<file path="src/ecx_defines.vh">
// Purpose: constants of the move, increment, or and return execute block
// Assumes: 14-bit instruction word, 13-bit program counter
// Notes:   opcode values are local to this block
`ifndef ECX_DEFINES_VH
`define ECX_DEFINES_VH

// instruction field positions
`define ECX_OPC_MSB      13
`define ECX_OPC_LSB      8
`define ECX_DEST_BIT     7
`define ECX_FILE_MSB     6
`define ECX_LIT_MSB      7

// opcode field values
`define ECX_OPC_NOP      6'h00
`define ECX_OPC_STORE    6'h01
`define ECX_OPC_RETINT   6'h02
`define ECX_OPC_IOR      6'h04
`define ECX_OPC_COPY     6'h08
`define ECX_OPC_INC      6'h0A
`define ECX_OPC_LOADLIT  6'h30
`define ECX_OPC_RETLIT   6'h34

// operation select of the result unit
`define ECX_ALU_INC      2'h0
`define ECX_ALU_IOR      2'h1
`define ECX_ALU_COPY     2'h2

// reset values
`define ECX_RST_ACC      8'h00
`define ECX_RST_PC       13'h0000
`define ECX_RST_ZERO     1'b0
`define ECX_RST_GIE      1'b0

`endif

</file>
<file path="src/ecx_alu.v">
// Purpose: result and zero test for increment, inclusive or and copy
// Assumes: purely combinational, used by ecx_execute
// Notes:   zero reflects the result whatever the destination
`timescale 1ns/1ps
`default_nettype none
`include "ecx_defines.vh"

module ecx_alu (
  // operation
  input  wire [1:0] i_sel,
  // operands
  input  wire [7:0] i_acc,
  input  wire [7:0] i_file,
  // result
  output reg  [7:0] o_result,
  output wire       o_zero
);

  always @* begin
    if (i_sel == `ECX_ALU_INC) begin
      o_result = i_file + 8'h01;
    end else if (i_sel == `ECX_ALU_IOR) begin
      o_result = i_acc | i_file;
    end else begin
      o_result = i_file;
    end
  end

  assign o_zero = (o_result == 8'h00);

endmodule // ecx_alu
`default_nettype wire

</file>
<file path="src/ecx_execute.v">
// Purpose: execute stage for a subset of an 8-bit core instruction set
// Assumes: register file read data for the addressed register arrive
//          combinationally in the cycle an instruction is taken
// Notes:   returns spend one extra cycle with o_ready low
//          i_gie_clear comes from logic on this clock and is not synchronised
//          write address follows every take, write data only increment, or, copy and store; only o_file_we qualifies them
//          opcodes outside the supported set behave as no operation
//
// Function
// RULE1 - Increment adds one to the file register and writes it to the accumulator if dest is 0, else back to the register.
// RULE2 - Inclusive or combines accumulator and file register, writes by dest and updates the zero flag.
// RULE3 - Copy moves the file register to the accumulator if dest is 0, else rewrites the register with itself.
// RULE4 - Copy updates the zero flag from the moved value even when the register is the destination.
// RULE5 - Load literal puts the 8-bit immediate into the accumulator and leaves every flag alone.
// RULE6 - Store accumulator writes the accumulator into the addressed register (0 to 127) and leaves every flag alone.
// RULE7 - Return from interrupt pops the stack top into the program counter and sets global interrupt enable.
// RULE8 - Return with literal loads the accumulator with the immediate and the program counter from the stack top.
// RULE9 - Return with literal takes two instruction cycles.
// RULE10 - Return from interrupt also takes two instruction cycles.
// RULE11 - No operation takes one cycle and only advances the program counter.
`timescale 1ns/1ps
`default_nettype none
`include "ecx_defines.vh"

module ecx_execute (
  // clock and reset
  input  wire        i_clk,
  input  wire        i_rst_b,
  // instruction
  input  wire        i_instr_valid,
  input  wire [13:0] i_instr,
  output wire        o_ready,
  // register file
  input  wire [7:0]  i_file_rdata,
  output wire [6:0]  o_file_raddr,
  output reg         o_file_we,
  output reg  [6:0]  o_file_waddr,
  output reg  [7:0]  o_file_wdata,
  // hardware stack
  input  wire [12:0] i_stack_top,
  output reg         o_stack_pop,
  // interrupt enable
  input  wire        i_gie_clear,
  output reg         o_gie,
  // core state
  output reg  [7:0]  o_acc,
  output reg         o_zero,
  output reg  [12:0] o_pc,
  output reg         o_done
);

  localparam ST_RUN   = 1'b0;
  localparam ST_FLUSH = 1'b1;

  // state and next-state values
  reg        state;
  reg        next_state;
  reg  [7:0] next_acc;
  reg        next_zero;
  reg [12:0] next_pc;
  reg        next_we;
  reg  [7:0] next_wdata;
  reg        next_pop;
  reg        next_gie_set;
  reg  [1:0] alu_sel;

  // instruction fields and decode
  wire [5:0] opc;
  wire       dest;
  wire [6:0] faddr;
  wire [7:0] literal;
  wire       take;
  wire [7:0] alu_result;
  wire       alu_zero;
  wire       is_inc;
  wire       is_ior;
  wire       is_retint;
  wire       is_retlit;
  wire       is_return;

  assign opc          = i_instr[`ECX_OPC_MSB:`ECX_OPC_LSB];
  assign dest         = i_instr[`ECX_DEST_BIT];
  assign faddr        = i_instr[`ECX_FILE_MSB:0];
  assign literal      = i_instr[`ECX_LIT_MSB:0];
  assign o_ready      = (state == ST_RUN);
  assign take         = i_instr_valid && o_ready;
  assign o_file_raddr = faddr;

  // opcode decode
  assign is_inc       = (opc == `ECX_OPC_INC);
  assign is_ior       = (opc == `ECX_OPC_IOR);
  assign is_retint    = (opc == `ECX_OPC_RETINT);
  assign is_retlit    = (opc == `ECX_OPC_RETLIT);
  assign is_return    = is_retint || is_retlit;

  always @* begin
    if (is_inc) begin
      alu_sel = `ECX_ALU_INC;
    end else if (is_ior) begin
      alu_sel = `ECX_ALU_IOR;
    end else begin
      alu_sel = `ECX_ALU_COPY;
    end
  end

  ecx_alu u_alu (
    .i_sel    (alu_sel),
    .i_acc    (o_acc),
    .i_file   (i_file_rdata),
    .o_result (alu_result),
    .o_zero   (alu_zero)
  );

  always @* begin
    next_state   = ST_RUN;
    next_acc     = o_acc;
    next_zero    = o_zero;
    next_pc      = o_pc;
    next_we      = 1'b0;
    next_wdata   = o_file_wdata;
    next_pop     = 1'b0;
    next_gie_set = 1'b0;
    if (take) begin
      next_pc = o_pc + 13'h0001;
      case (opc)
        `ECX_OPC_INC, `ECX_OPC_IOR, `ECX_OPC_COPY: begin
          // RULE1 RULE2 RULE3 dest select
          next_wdata = alu_result;
          if (dest) begin
            next_we = 1'b1;
          end else begin
            next_acc = alu_result;
          end
          // RULE2 RULE4 zero from result
          next_zero = alu_zero;
        end
        `ECX_OPC_LOADLIT: begin
          // RULE5 literal, flags kept
          next_acc = literal;
        end
        `ECX_OPC_STORE: begin
          // RULE6 accumulator to register
          next_we    = 1'b1;
          next_wdata = o_acc;
        end
        `ECX_OPC_RETINT: begin
          // RULE7 pop and enable
          next_pc      = i_stack_top;
          next_pop     = 1'b1;
          next_gie_set = 1'b1;
          // RULE10 second cycle
          next_state   = ST_FLUSH;
        end
        `ECX_OPC_RETLIT: begin
          // RULE8 literal and pop
          next_acc   = literal;
          next_pc    = i_stack_top;
          next_pop   = 1'b1;
          // RULE9 second cycle
          next_state = ST_FLUSH;
        end
        default: begin
          // RULE11 only pc advances
          next_pc = o_pc + 13'h0001;
        end
      endcase
    end
  end

  // core state registers
  always @(posedge i_clk or negedge i_rst_b) begin
    if (!i_rst_b) begin
      state       <= ST_RUN;
      o_acc       <= `ECX_RST_ACC;
      o_zero      <= `ECX_RST_ZERO;
      o_pc        <= `ECX_RST_PC;
      o_stack_pop <= 1'b0;
    end else begin
      state       <= next_state;
      o_acc       <= next_acc;
      o_zero      <= next_zero;
      o_pc        <= next_pc;
      o_stack_pop <= next_pop;
    end
  end

  // register file write port
  always @(posedge i_clk or negedge i_rst_b) begin
    if (!i_rst_b) begin
      o_file_we    <= 1'b0;
      o_file_waddr <= 7'h00;
      o_file_wdata <= 8'h00;
    end else begin
      o_file_we <= next_we;
      if (take) begin
        o_file_waddr <= faddr;
        o_file_wdata <= next_wdata;
      end
    end
  end

  // RULE9 RULE10 returns finish late
  always @(posedge i_clk or negedge i_rst_b) begin
    if (!i_rst_b) begin
      o_done <= 1'b0;
    end else begin
      o_done <= (take && !is_return) || (state == ST_FLUSH);
    end
  end

  // RULE7 set wins over clear
  always @(posedge i_clk or negedge i_rst_b) begin
    if (!i_rst_b) begin
      o_gie <= `ECX_RST_GIE;
    end else if (next_gie_set) begin
      o_gie <= 1'b1;
    end else if (i_gie_clear) begin
      o_gie <= 1'b0;
    end
  end

endmodule // ecx_execute
`default_nettype wire

</file>
<file path="config.mk">
export PLATFORM = sky130hd
export DESIGN_NAME = ecx_execute
export DESIGN_NICKNAME = d
export VERILOG_FILES = /design/src/ecx_alu.v /design/src/ecx_execute.v
export VERILOG_INCLUDE_DIRS = /design/src
export SDC_FILE = /design/constraint.sdc
export NUM_CORES = 1
export LEC_CHECK = 0
export BUFFER_PORTS_ARGS = -buffer_cell sky130_fd_sc_hd__buf_2
export CORE_UTILIZATION = 54
export CTS_BUF_LIST = sky130_fd_sc_hd__clkbuf_16
export DETAILED_ROUTE_END_ITERATION = 16
export GPL_TIMING_DRIVEN = 0
export PLACE_DENSITY = 0.88
export SYNTH_ARGS = -nofsm -noshare
export SYNTH_HDL_FRONTEND = slang
export SYNTH_SLANG_ARGS = --single-unit
</file>
<file path="constraint.sdc">
create_clock -name i_clk -period 2.45 [get_ports i_clk]
set_clock_uncertainty 0.15 [all_clocks]
set_input_delay 0.1225 -clock i_clk [delete_from_list [all_inputs] [get_ports i_clk]]
set_output_delay 0.1225 -clock i_clk [all_outputs]
set_load 0.1 [all_outputs]
</file>
After elaboration in Yosys (flattened, before gate mapping)
Cells that the tools add are included.

word-level totals
  word-level logic and storage cells = 55
  latch bits = 0
  memory bits (read-only) = 0
  output and inout port bits = 49
  RAM bits = 0
  memories = 0
  flip-flop bits (word level) = 41

cells by class
  $add $sub $neg = 2
  shift-type cells = 0
  multiplexer cells = 17
  order comparisons = 0
  eq/ne operators = 9
  multiply operators = 0
  div/mod/pow operators = 0
  bitwise operators = 2
  reduce and logical (&&, ||, !) cells = 16

operators with widths
  cell                                                  count
  one-hot mux 8 bit (2 select lines)                    2
  2-to-1 mux 8 bit                                      3
  adder 13 x 1 -> 13 bit (second input constant)        1
  2-to-1 mux 13 bit                                     1
  equality test 6 x 4 -> 1 bit (second input constant)  2
  equality test 6 bit (second input constant)           2
  adder 8 x 1 -> 8 bit (second input constant)          1
  zero test 8 bit                                       1
  2-to-1 mux 1 bit                                      8
  OR 8 bit                                              1
  equality test 6 x 1 -> 1 bit (second input constant)  1
  equality test 6 x 2 -> 1 bit (second input constant)  1
  equality test 6 x 3 -> 1 bit (second input constant)  1
  nonzero test 2 bit                                    3
  2-to-1 mux 2 bit                                      2
  AND reduction 2 bit                                   2
  OR reduction 2 bit                                    2
  AND reduction 3 bit                                   1
  OR reduction 3 bit                                    1
  equality test 2 x 1 -> 1 bit (second input constant)  1
  logical AND 1 bit                                     2
  zero test 2 bit                                       1
  logical OR 1 bit                                      2
  inequality test 2 bit (second input constant)         1
  3 further kinds                                       3

Depth between registers and ports, before layout
Gate-level depths: netlist of the first run.

  word-level depth = 8
  gate-level depth with buffers = 8
  depth with buffers taken out = 6

Cells and area by module
A second synthesis of the first run with hierarchy kept.

unflattened totals
  cell total of the unflattened synthesis = 249
  area total of the unflattened synthesis = 2497.4 sq um

by module, submodules not included
  module       instances  seq. area each (sq um)  area each (sq um)  cells an instance
  ecx_execute  1          1026.0                  2195.9             207
  ecx_alu      1          0.0                     301.5              42

Worst setup path before layout of the first run
Ideal clock, no wire load.

  path type = register -> register
  start = reg state
  end = reg o_file_waddr[0]
  required time = 2232 ps
  buffers on the path = 2
  path slack = -439 ps
  period minus slack after synthesis = 2889 ps
  arrival = 2671 ps
  cell stages (with the launch flop) = 7
  path through = dfrtp_1 inv_1 nand2_1 clkbuf_1 buf_1 nand2_1 nand2_1

on the way
  cells in the longest elaborated chain, start to end = 2

ends and longest elaborated chain
  item                      line               text
  start: declaration        ecx_execute.v:56   reg state;
  start signal: assignment  ecx_execute.v:179  state <= next_state;
  NOT 1 bit                 ecx_execute.v:85   assign o_ready = (state == ST_RUN);
  net o_ready               ecx_execute.v:32   output wire o_ready,
  logical AND 1 bit         ecx_execute.v:86   assign take = i_instr_valid && o_ready;
  end signal: assignment    ecx_execute.v:196  o_file_waddr <= faddr;
  end: declaration          ecx_execute.v:37   output reg [6:0] o_file_waddr,

The timed path passes the listed nets, and every way through them passes these cells.
A chain may end at the register's enable or synchronous reset.

Final worst setup path of the first run
  start = reg o_pc[0]
  end = reg o_pc[12]

on the way
  cells in the longest elaborated chain, start to end = 2

ends and longest elaborated chain
  item                      line                                  text
  start: declaration        ecx_execute.v:48                      output reg [12:0] o_pc,
  start signal: assignment  ecx_execute.v:176                     o_pc <= `ECX_RST_PC;
  start signal: assignment  ecx_execute.v:182                     o_pc <= next_pc;
  adder 13 x 1 -> 13 bit    ecx_execute.v:124, ecx_execute.v:164
  2-to-1 mux 13 bit         --

No other way between the ends.

==> results.ini, run 1 <==
[finish]
antenna_cells = 0
drive_gt1_frac = 0.312
multi_input_area_um2 = 1270
syn_to_final_growth_pct = 31.6
regArea_um2 = 1030
fillerInstances = 300
nNetsFinal = 428

[timing]
tightest_slew_ns = 0.889
relSlewSlack = 0.408
final.min_clock_period_ns = 2.05
rsz0062_at_grt = false
fmax_ghz = 0.487
period_share = 0.838
hold_viol = 0
setup_viol = 0
fin_ws_ns = 0.397
finalMaxSlewViolations = 0
finalSetupTns_ns = 0

[floorplanning]
dieHeight_um = 69.4
ios = 88
start_util = 0.564
fp.dieW_um = 69.4
core_um2 = 4350
rows = 24
die-area_um2 = 4820

[power]
switching_share = 0.581
ir_drop_mv = 1.39
p_comb_frac = 0.550
p_seq_frac = 0.281
powerDensity_nw_per_um2 = 1150
p_switching_w = 0.00217
p_leak_nw = 1.59
clockPowerShare = 0.168
internal_power_w = 0.00156

[cts]
ctsHoldBuffers = 13
cts.clk_slew.worst_paths_ns = 0.06
clkSinkCount = 41
post_cts_buffers = 0
cts_htree_levels = 2
tritoncts = done
numCtsBuffers = 5
ctsResizeCount = 0
clk_latency_ns = 0.29
cts-root-buf = clkbuf_16
clockBufferDepth = 2

[detailed_routing]
wl_per_cell_um = 16.2
drc_errors = 0
ant_nets = 0
drt-total-wl_mm = 7.12
dr.pass1.iters = 5
vias_per_cell = 5.95
drt_iter0_drc = 190
vias = 2618

[placed_design]
pre_cts_ws_ns = 0.405
place_hpwl_mm = 4.86
place.gp.congestion = 0.869
portBuffers = 87

[logic_synthesis]
synth_top_family_by_area = simple AND/OR/NAND/NOR gates
avgSynthCellArea_um2 = 8.76
synth_top_area_cell = dfrtp_1
synth_area_leaders = dfrtp_1, mux2i_1, nand2_1
synth_top_cell_area_share = 0.418
synth.net_count = 321
synthArstFlopShare = 1.00
ys_ff_latch = 41
ys_types = 47
syn_area_um2 = 2450
ys_seq_area_frac = 0.418
muxShareOfSynthArea = 0.101
synth_ff_type = dfrtp_1
synth_compound_area_frac = 0.169
syn_inst = 280
synth_fa_ha_area_frac = 0.0102
synth_warnings = 0
synthXorXnorAreaFrac = 0
yosys.area_share.simple = 0.238
synth_edf_count = 0

[job]
maxCapViolCount = 0

[setup_path]
crit_arrival_ns = 2.12
worst-path-buf-inv = 0
slowest_stage = nor3_1
worstPathCellList = ha_1, nand2_1, nor3_1, nand3_1, a21oi_1, a2bb2oi_1
max_stage_delay_ns = 0.55
critPathMaxFanout = 6
critical_path_class = reg -> reg
crit_family = simple AND/OR/NAND/NOR gates
endpoint_kind = register
startpoint_type = register
worstPathRequired_ns = 2.51

[global_routing]
grt_pass1_wl_mm = 11.5
groute.usage.overall = 0.300
grt_start_max_net_pins = 42
overflow = 0
grt_pass1_vias = 2392
antenna_found_initial = 0

[worst_hold_path]
worstHoldPathType = in -> reg

[status]
status = finished clean

## Yosys cell counts (4+ instances only)
library cell and instances:
a21oi_1 24, a2bb2oi_1 4, a31oi_1 7, buf_2 4, buf_4 8, clkbuf_1 7
dfrtp_1 41, inv_1 8, mux2i_1 20, nand2_1 46, nand3_1 18, nor2_1 16
nor2b_1 4, nor3_1 5, nor4_1 5, o21ai_0 17, o22ai_1 5
## power by group through the flow
| stage | registers, W | logic [W] | clock network, W |
|---|---|---|---|
| after floorplan | 0.00232 | 0.000378 | 0 |
| after global placement | 0.00104 | 0.00200 | 0 |
| after detailed placement | 0.00105 | 0.00202 | 0 |
| after CTS | 0.00104 | 0.00205 | 0.000632 |
| after global routing | 0.00107 | 0.00212 | 0.000656 |
| final | 0.00105 | 0.00205 | 0.000628 |
## flip-flops by register name, summed over array words and instances (netlist names)
name and cells:
o_file_wdata 8, o_file_we 1, o_pc 13, o_acc 8, o_gie 1, o_done 1
o_zero 1, o_file_waddr 7, state 1
## worst paths after layout
path | slack (ns) | cells past startpoint | to | startpoint
min in group asynchronous | 0.35 | 2 | o_pc[4] | i_rst_b
max in group asynchronous | 1.16 | 2 | state | i_rst_b
worst max-delay path | 0.40 | 6 | o_pc[12] | o_pc[0]
worst min-delay path | 0.01 | 3 | o_pc[3] | i_stack_top[3]
worst max register to register | 0.40 | 6 | o_pc[12] | o_pc[0]
worst min register to register | 0.32 | 2 | o_file_waddr[4] | o_file_waddr[4]
## kinds of logic (layout without fill, tap and decap cells)
group                    Yosys count  in the layout
AO/OA/AOI/OAI                     70             70
adder cells (fa/ha/maj)            2              2
buffers and inverters             30            138
flip-flops                        41             41
multiplexers                      24             24
AND/OR/NAND/NOR                  113            113
## layer usage
layer / part of all wire / global-route usage
met2: 0.47 / 0.458
met5: 0 / 0
met1: 0.42 / 0.419
met3: 0.085 / 0.0610
met4: 0.029 / 0.118
## tightest hold or removal path, delay by kind of cell
kind	cells	cell delay, ns
compound gates	2	0.21
buf+inv	1	0.07
## area by class of cell
type	count	share of cell area
Sequential cell	41	0.319
Inverter	8	0.0105
Multi-Input combinational cell	209	0.394
Buffer	22	0.0391
Clock inverter	3	0.00387
Tap cell	52	0.0201
Timing Repair Buffer	100	0.175
Clock buffer	5	0.0387
## per-stage QoR
step | hold WS (ns) | instances | cell area, µm² | util | total power, W
global placement | 0.150 | 419 | 2960 | 0.680 | 0.00304
floorplan | -0.323 | 280 | 2460 | - | 0.00270
global route | 0.0455 | 440 | 3230 | 0.742 | 0.00384
detailed placement | 0.156 | 419 | 2960 | 0.680 | 0.00307
CTS | 0.00804 | 440 | 3230 | 0.742 | 0.00372
finish | 0.0123 | 440 | 3230 | 0.742 | 0.00373
## layout by cell type (no fill, tap or decap), types with 3 or more instances in the layout
cell,n
mux2i_1,20
o21ai_1,3
a2bb2oi_1,4
nor3_1,5
mux2_2,3
a31oi_1,7
nand2_1,46
inv_1,7
nand3_1,18
o22ai_1,5
buf_2,91
nor2_1,16
nor4_1,5
dfrtp_1,40
a21oi_1,24
clkbuf_16,5
buf_4,8
dlygate4sd3_1,13
clkbuf_1,7
o21ai_0,17
nor2b_1,4
Power figures use the tool's default switching activity.
==> inputs of run 2 (changes only) <==
--- a/config.mk
+++ b/config.mk
@@ -7,11 +7,11 @@
 export NUM_CORES = 1
 export LEC_CHECK = 0
 export BUFFER_PORTS_ARGS = -buffer_cell sky130_fd_sc_hd__buf_2
-export CORE_UTILIZATION = 54
+export CORE_UTILIZATION = 50
 export CTS_BUF_LIST = sky130_fd_sc_hd__clkbuf_16
 export DETAILED_ROUTE_END_ITERATION = 16
 export GPL_TIMING_DRIVEN = 0
-export PLACE_DENSITY = 0.88
+export PLACE_DENSITY = 0.82
 export SYNTH_ARGS = -nofsm -noshare
 export SYNTH_HDL_FRONTEND = slang
 export SYNTH_SLANG_ARGS = --single-unit
==> constraint.sdc (replaced) <==
create_clock -name i_clk -period 2.1 [get_ports i_clk]
set_clock_uncertainty 0.15 [all_clocks]
set_input_delay 0.105 -clock i_clk [delete_from_list [all_inputs] [get_ports i_clk]]
set_output_delay 0.105 -clock i_clk [all_outputs]
set_load 0.1 [all_outputs]
==> run 2 against run 1 <==
Effect of this change: die area is 7.8% higher; maximum frequency is 8.2% higher; sequential share of layout area shrank 0.20 points; combinational power is 18% higher; first-iteration DRC count is 6.8% higher; setup slack worse by 0.19 ns; sequential cell count unchanged; non-clock buffer count is 1 higher; cell count is 3.6% higher; design area rose by 2.0%; count of clock-buffer cells in the layout is the same; largest power group unchanged; hold slack worse by 0.012 ns.
==> results.ini, run 2 (synthesis gave the netlist of run 1 again) <==
[timing]
holdWs_ns = 0.000201  ; was 0.0123 ns
finalSetupTns_ns = 0  ; unchanged
final.min_clock_period_ns = 1.90  ; was 2.05 ns
finalMaxSlewViolations = 0  ; unchanged
relSlewSlack = 0.391  ; was 0.408
fin_ws_ns = 0.202  ; was 0.397 ns
tightest_slew_ns = 0.913  ; was 0.889 ns
rsz0062_at_grt = false  ; unchanged
setup_viol = 0  ; unchanged
period_share = 0.904  ; was 0.838
hold_viol = 0  ; unchanged
fmax_ghz = 0.527  ; was 0.487 GHz

[worst_hold_path]
worstHoldPathType = in -> reg  ; unchanged

[setup_path]
worstPathRequired_ns = 2.16  ; was 2.51 ns
critPathMaxFanout = 6  ; unchanged
startpoint_type = register  ; unchanged
crit_arrival_ns = 1.96  ; was 2.12 ns
endpoint_kind = register  ; unchanged
critical_path_class = reg -> reg  ; unchanged

[finish]
nNetsFinal = 429  ; was 428
syn_to_final_growth_pct = 34.2  ; was 31.6%
regMostFlops = o_pc  ; unchanged
layout_commonest_cell = buf_2  ; unchanged
fin_area_um2 = 3290  ; was 3230 µm²
final_cell_mix = buf_2, nand2_1, dfrtp_1, a21oi_1, mux2i_1  ; unchanged
drive_gt1_frac = 0.347  ; was 0.312
top_regs = o_pc (13), o_acc (8), o_file_wdata (8)  ; unchanged
largest_reg_flops = 13  ; unchanged
antenna_cells = 0  ; unchanged
fillerInstances = 391  ; was 300

[cts]
clkSinkCount = 41  ; unchanged
post_cts_buffers = 0  ; unchanged
numCtsBuffers = 5  ; unchanged
cts-root-buf = clkbuf_16  ; unchanged
clk_latency_ns = 0.29  ; about the same
clockBufferDepth = 2  ; unchanged
cts.clk_slew.worst_paths_ns = 0.06  ; about the same
tritoncts = done  ; unchanged
cts_htree_levels = 2  ; unchanged

[floorplanning]
core_um2 = 4720  ; was 4350 µm²
start_util = 0.519  ; was 0.564
die-area_um2 = 5190  ; was 4820 µm²
rows = 25  ; was 24
fp.dieW_um = 72.1  ; was 69.4 µm
dieHeight_um = 72.1  ; was 69.4 µm
ios = 88  ; unchanged

[global_routing]
groute.usage.overall = 0.282  ; was 0.300
grt_start_max_net_pins = 42  ; unchanged
overflow = 0  ; unchanged
antenna_found_initial = 0  ; unchanged
grt_pass1_wl_mm = 11.2  ; was 11.5 mm
grt_pass1_vias = 2376  ; was 2392

[job]
maxCapViolCount = 0  ; unchanged

[placed_design]
pre_cts_ws_ns = 0.0445  ; was 0.405 ns
place.gp.congestion = 0.861  ; was 0.869
place_area_um2 = 3000  ; was 2960 µm²
place_hpwl_mm = 4.81  ; was 4.86 mm
portBuffers = 87  ; unchanged

[detailed_routing]
ant_nets = 0  ; unchanged
vias = 2568  ; was 2618
drt-total-wl_mm = 7.08  ; was 7.12 mm
drt_iter0_drc = 203  ; was 190
drc_errors = 0  ; unchanged
vias_per_cell = 5.63  ; was 5.95
dr.pass1.iters = 5  ; unchanged
wl_per_cell_um = 15.5  ; was 16.2 µm

[power]
ir_drop_mv = 1.15  ; was 1.39 mV
powerDensity_nw_per_um2 = 1340  ; was 1150 nW/µm²
p_leak_nw = 1.60  ; was 1.59 nW

[status]
status = finished clean  ; unchanged

## run 2: cell types whose count changed in the layout (fill, tap and decap cells not counted), sizes merged
cell         previous run  this run
clkinvlp                1         2
clkinv                  3         2
dlygate4sd3            13        14
## run 2: where the power goes
group / internal [W] / switching [W]
sequential: 0.00102 / 0.000218
combinational: 0.000401 / 0.00200
clock: 0.000436 / 0.000325
total: 0.00185 / 0.00255
## run 2: critical path: stages, from the launching register on
cell and delay, ns:
dfrtp_4 0.44, ha_1 0.23, nand2_1 0.13, nor3_2 0.38, nand3_1 0.16, a21oi_1 0.16
a2bb2oi_1 0.16
## run 2: timing repair
item                                   in CTS  in global routing
setup endpoints to repair                   0                 10
endpoints found under the hold margin      54                  0
hold buffers                               14                  0
gates resized for setup                     0                  3
## run 2: worst paths after layout
kind	from	to	slack [ns]	depth (start not counted)
min in group asynchronous	i_rst_b	o_pc[1]	0.33	2
hold / removal	i_stack_top[11]	o_pc[11]	0.0002	3
hold reg to reg	o_file_waddr[1]	o_file_waddr[1]	0.33	2
setup reg to reg	o_pc[0]	o_pc[12]	0.20	6
max in group asynchronous	i_rst_b	o_pc[0]	0.79	2
setup / recovery	o_pc[0]	o_pc[12]	0.20	6
## run 2: area by class of cell
class	instances	area, µm²	area share
multi-input cells	209	1280	0.388
flip-flops and latches	41	1040	0.317
repair buffers	101	576	0.175
plain buffers	22	135	0.0410
clock buffers	5	125	0.0380
well taps	67	83.8	0.0255
inverters	8	33.8	0.0103
clock inverters	3	17.5	0.00532
## run 2: metal layers
metal / GRT usage / up-vias / wire length [µm]
li1: - / 1216 / -
met1: 0.382 / 1227 / 3200
met2: 0.454 / 110 / 3360
met3: 0.0597 / 15 / 398
met4: 0.0959 / 0 / 115
met5: 0 / - / 0
## run 2: per-stage QoR
step / power, W / instances / utilization
final: 0.00440 / 456 / 0.697
after global routing: 0.00456 / 456 / 0.697
after CTS: 0.00437 / 456 / 0.696
after detailed placement: 0.00359 / 434 / 0.636
after global placement: 0.00356 / 434 / 0.636
after floorplan: 0.00317 / 280 / -
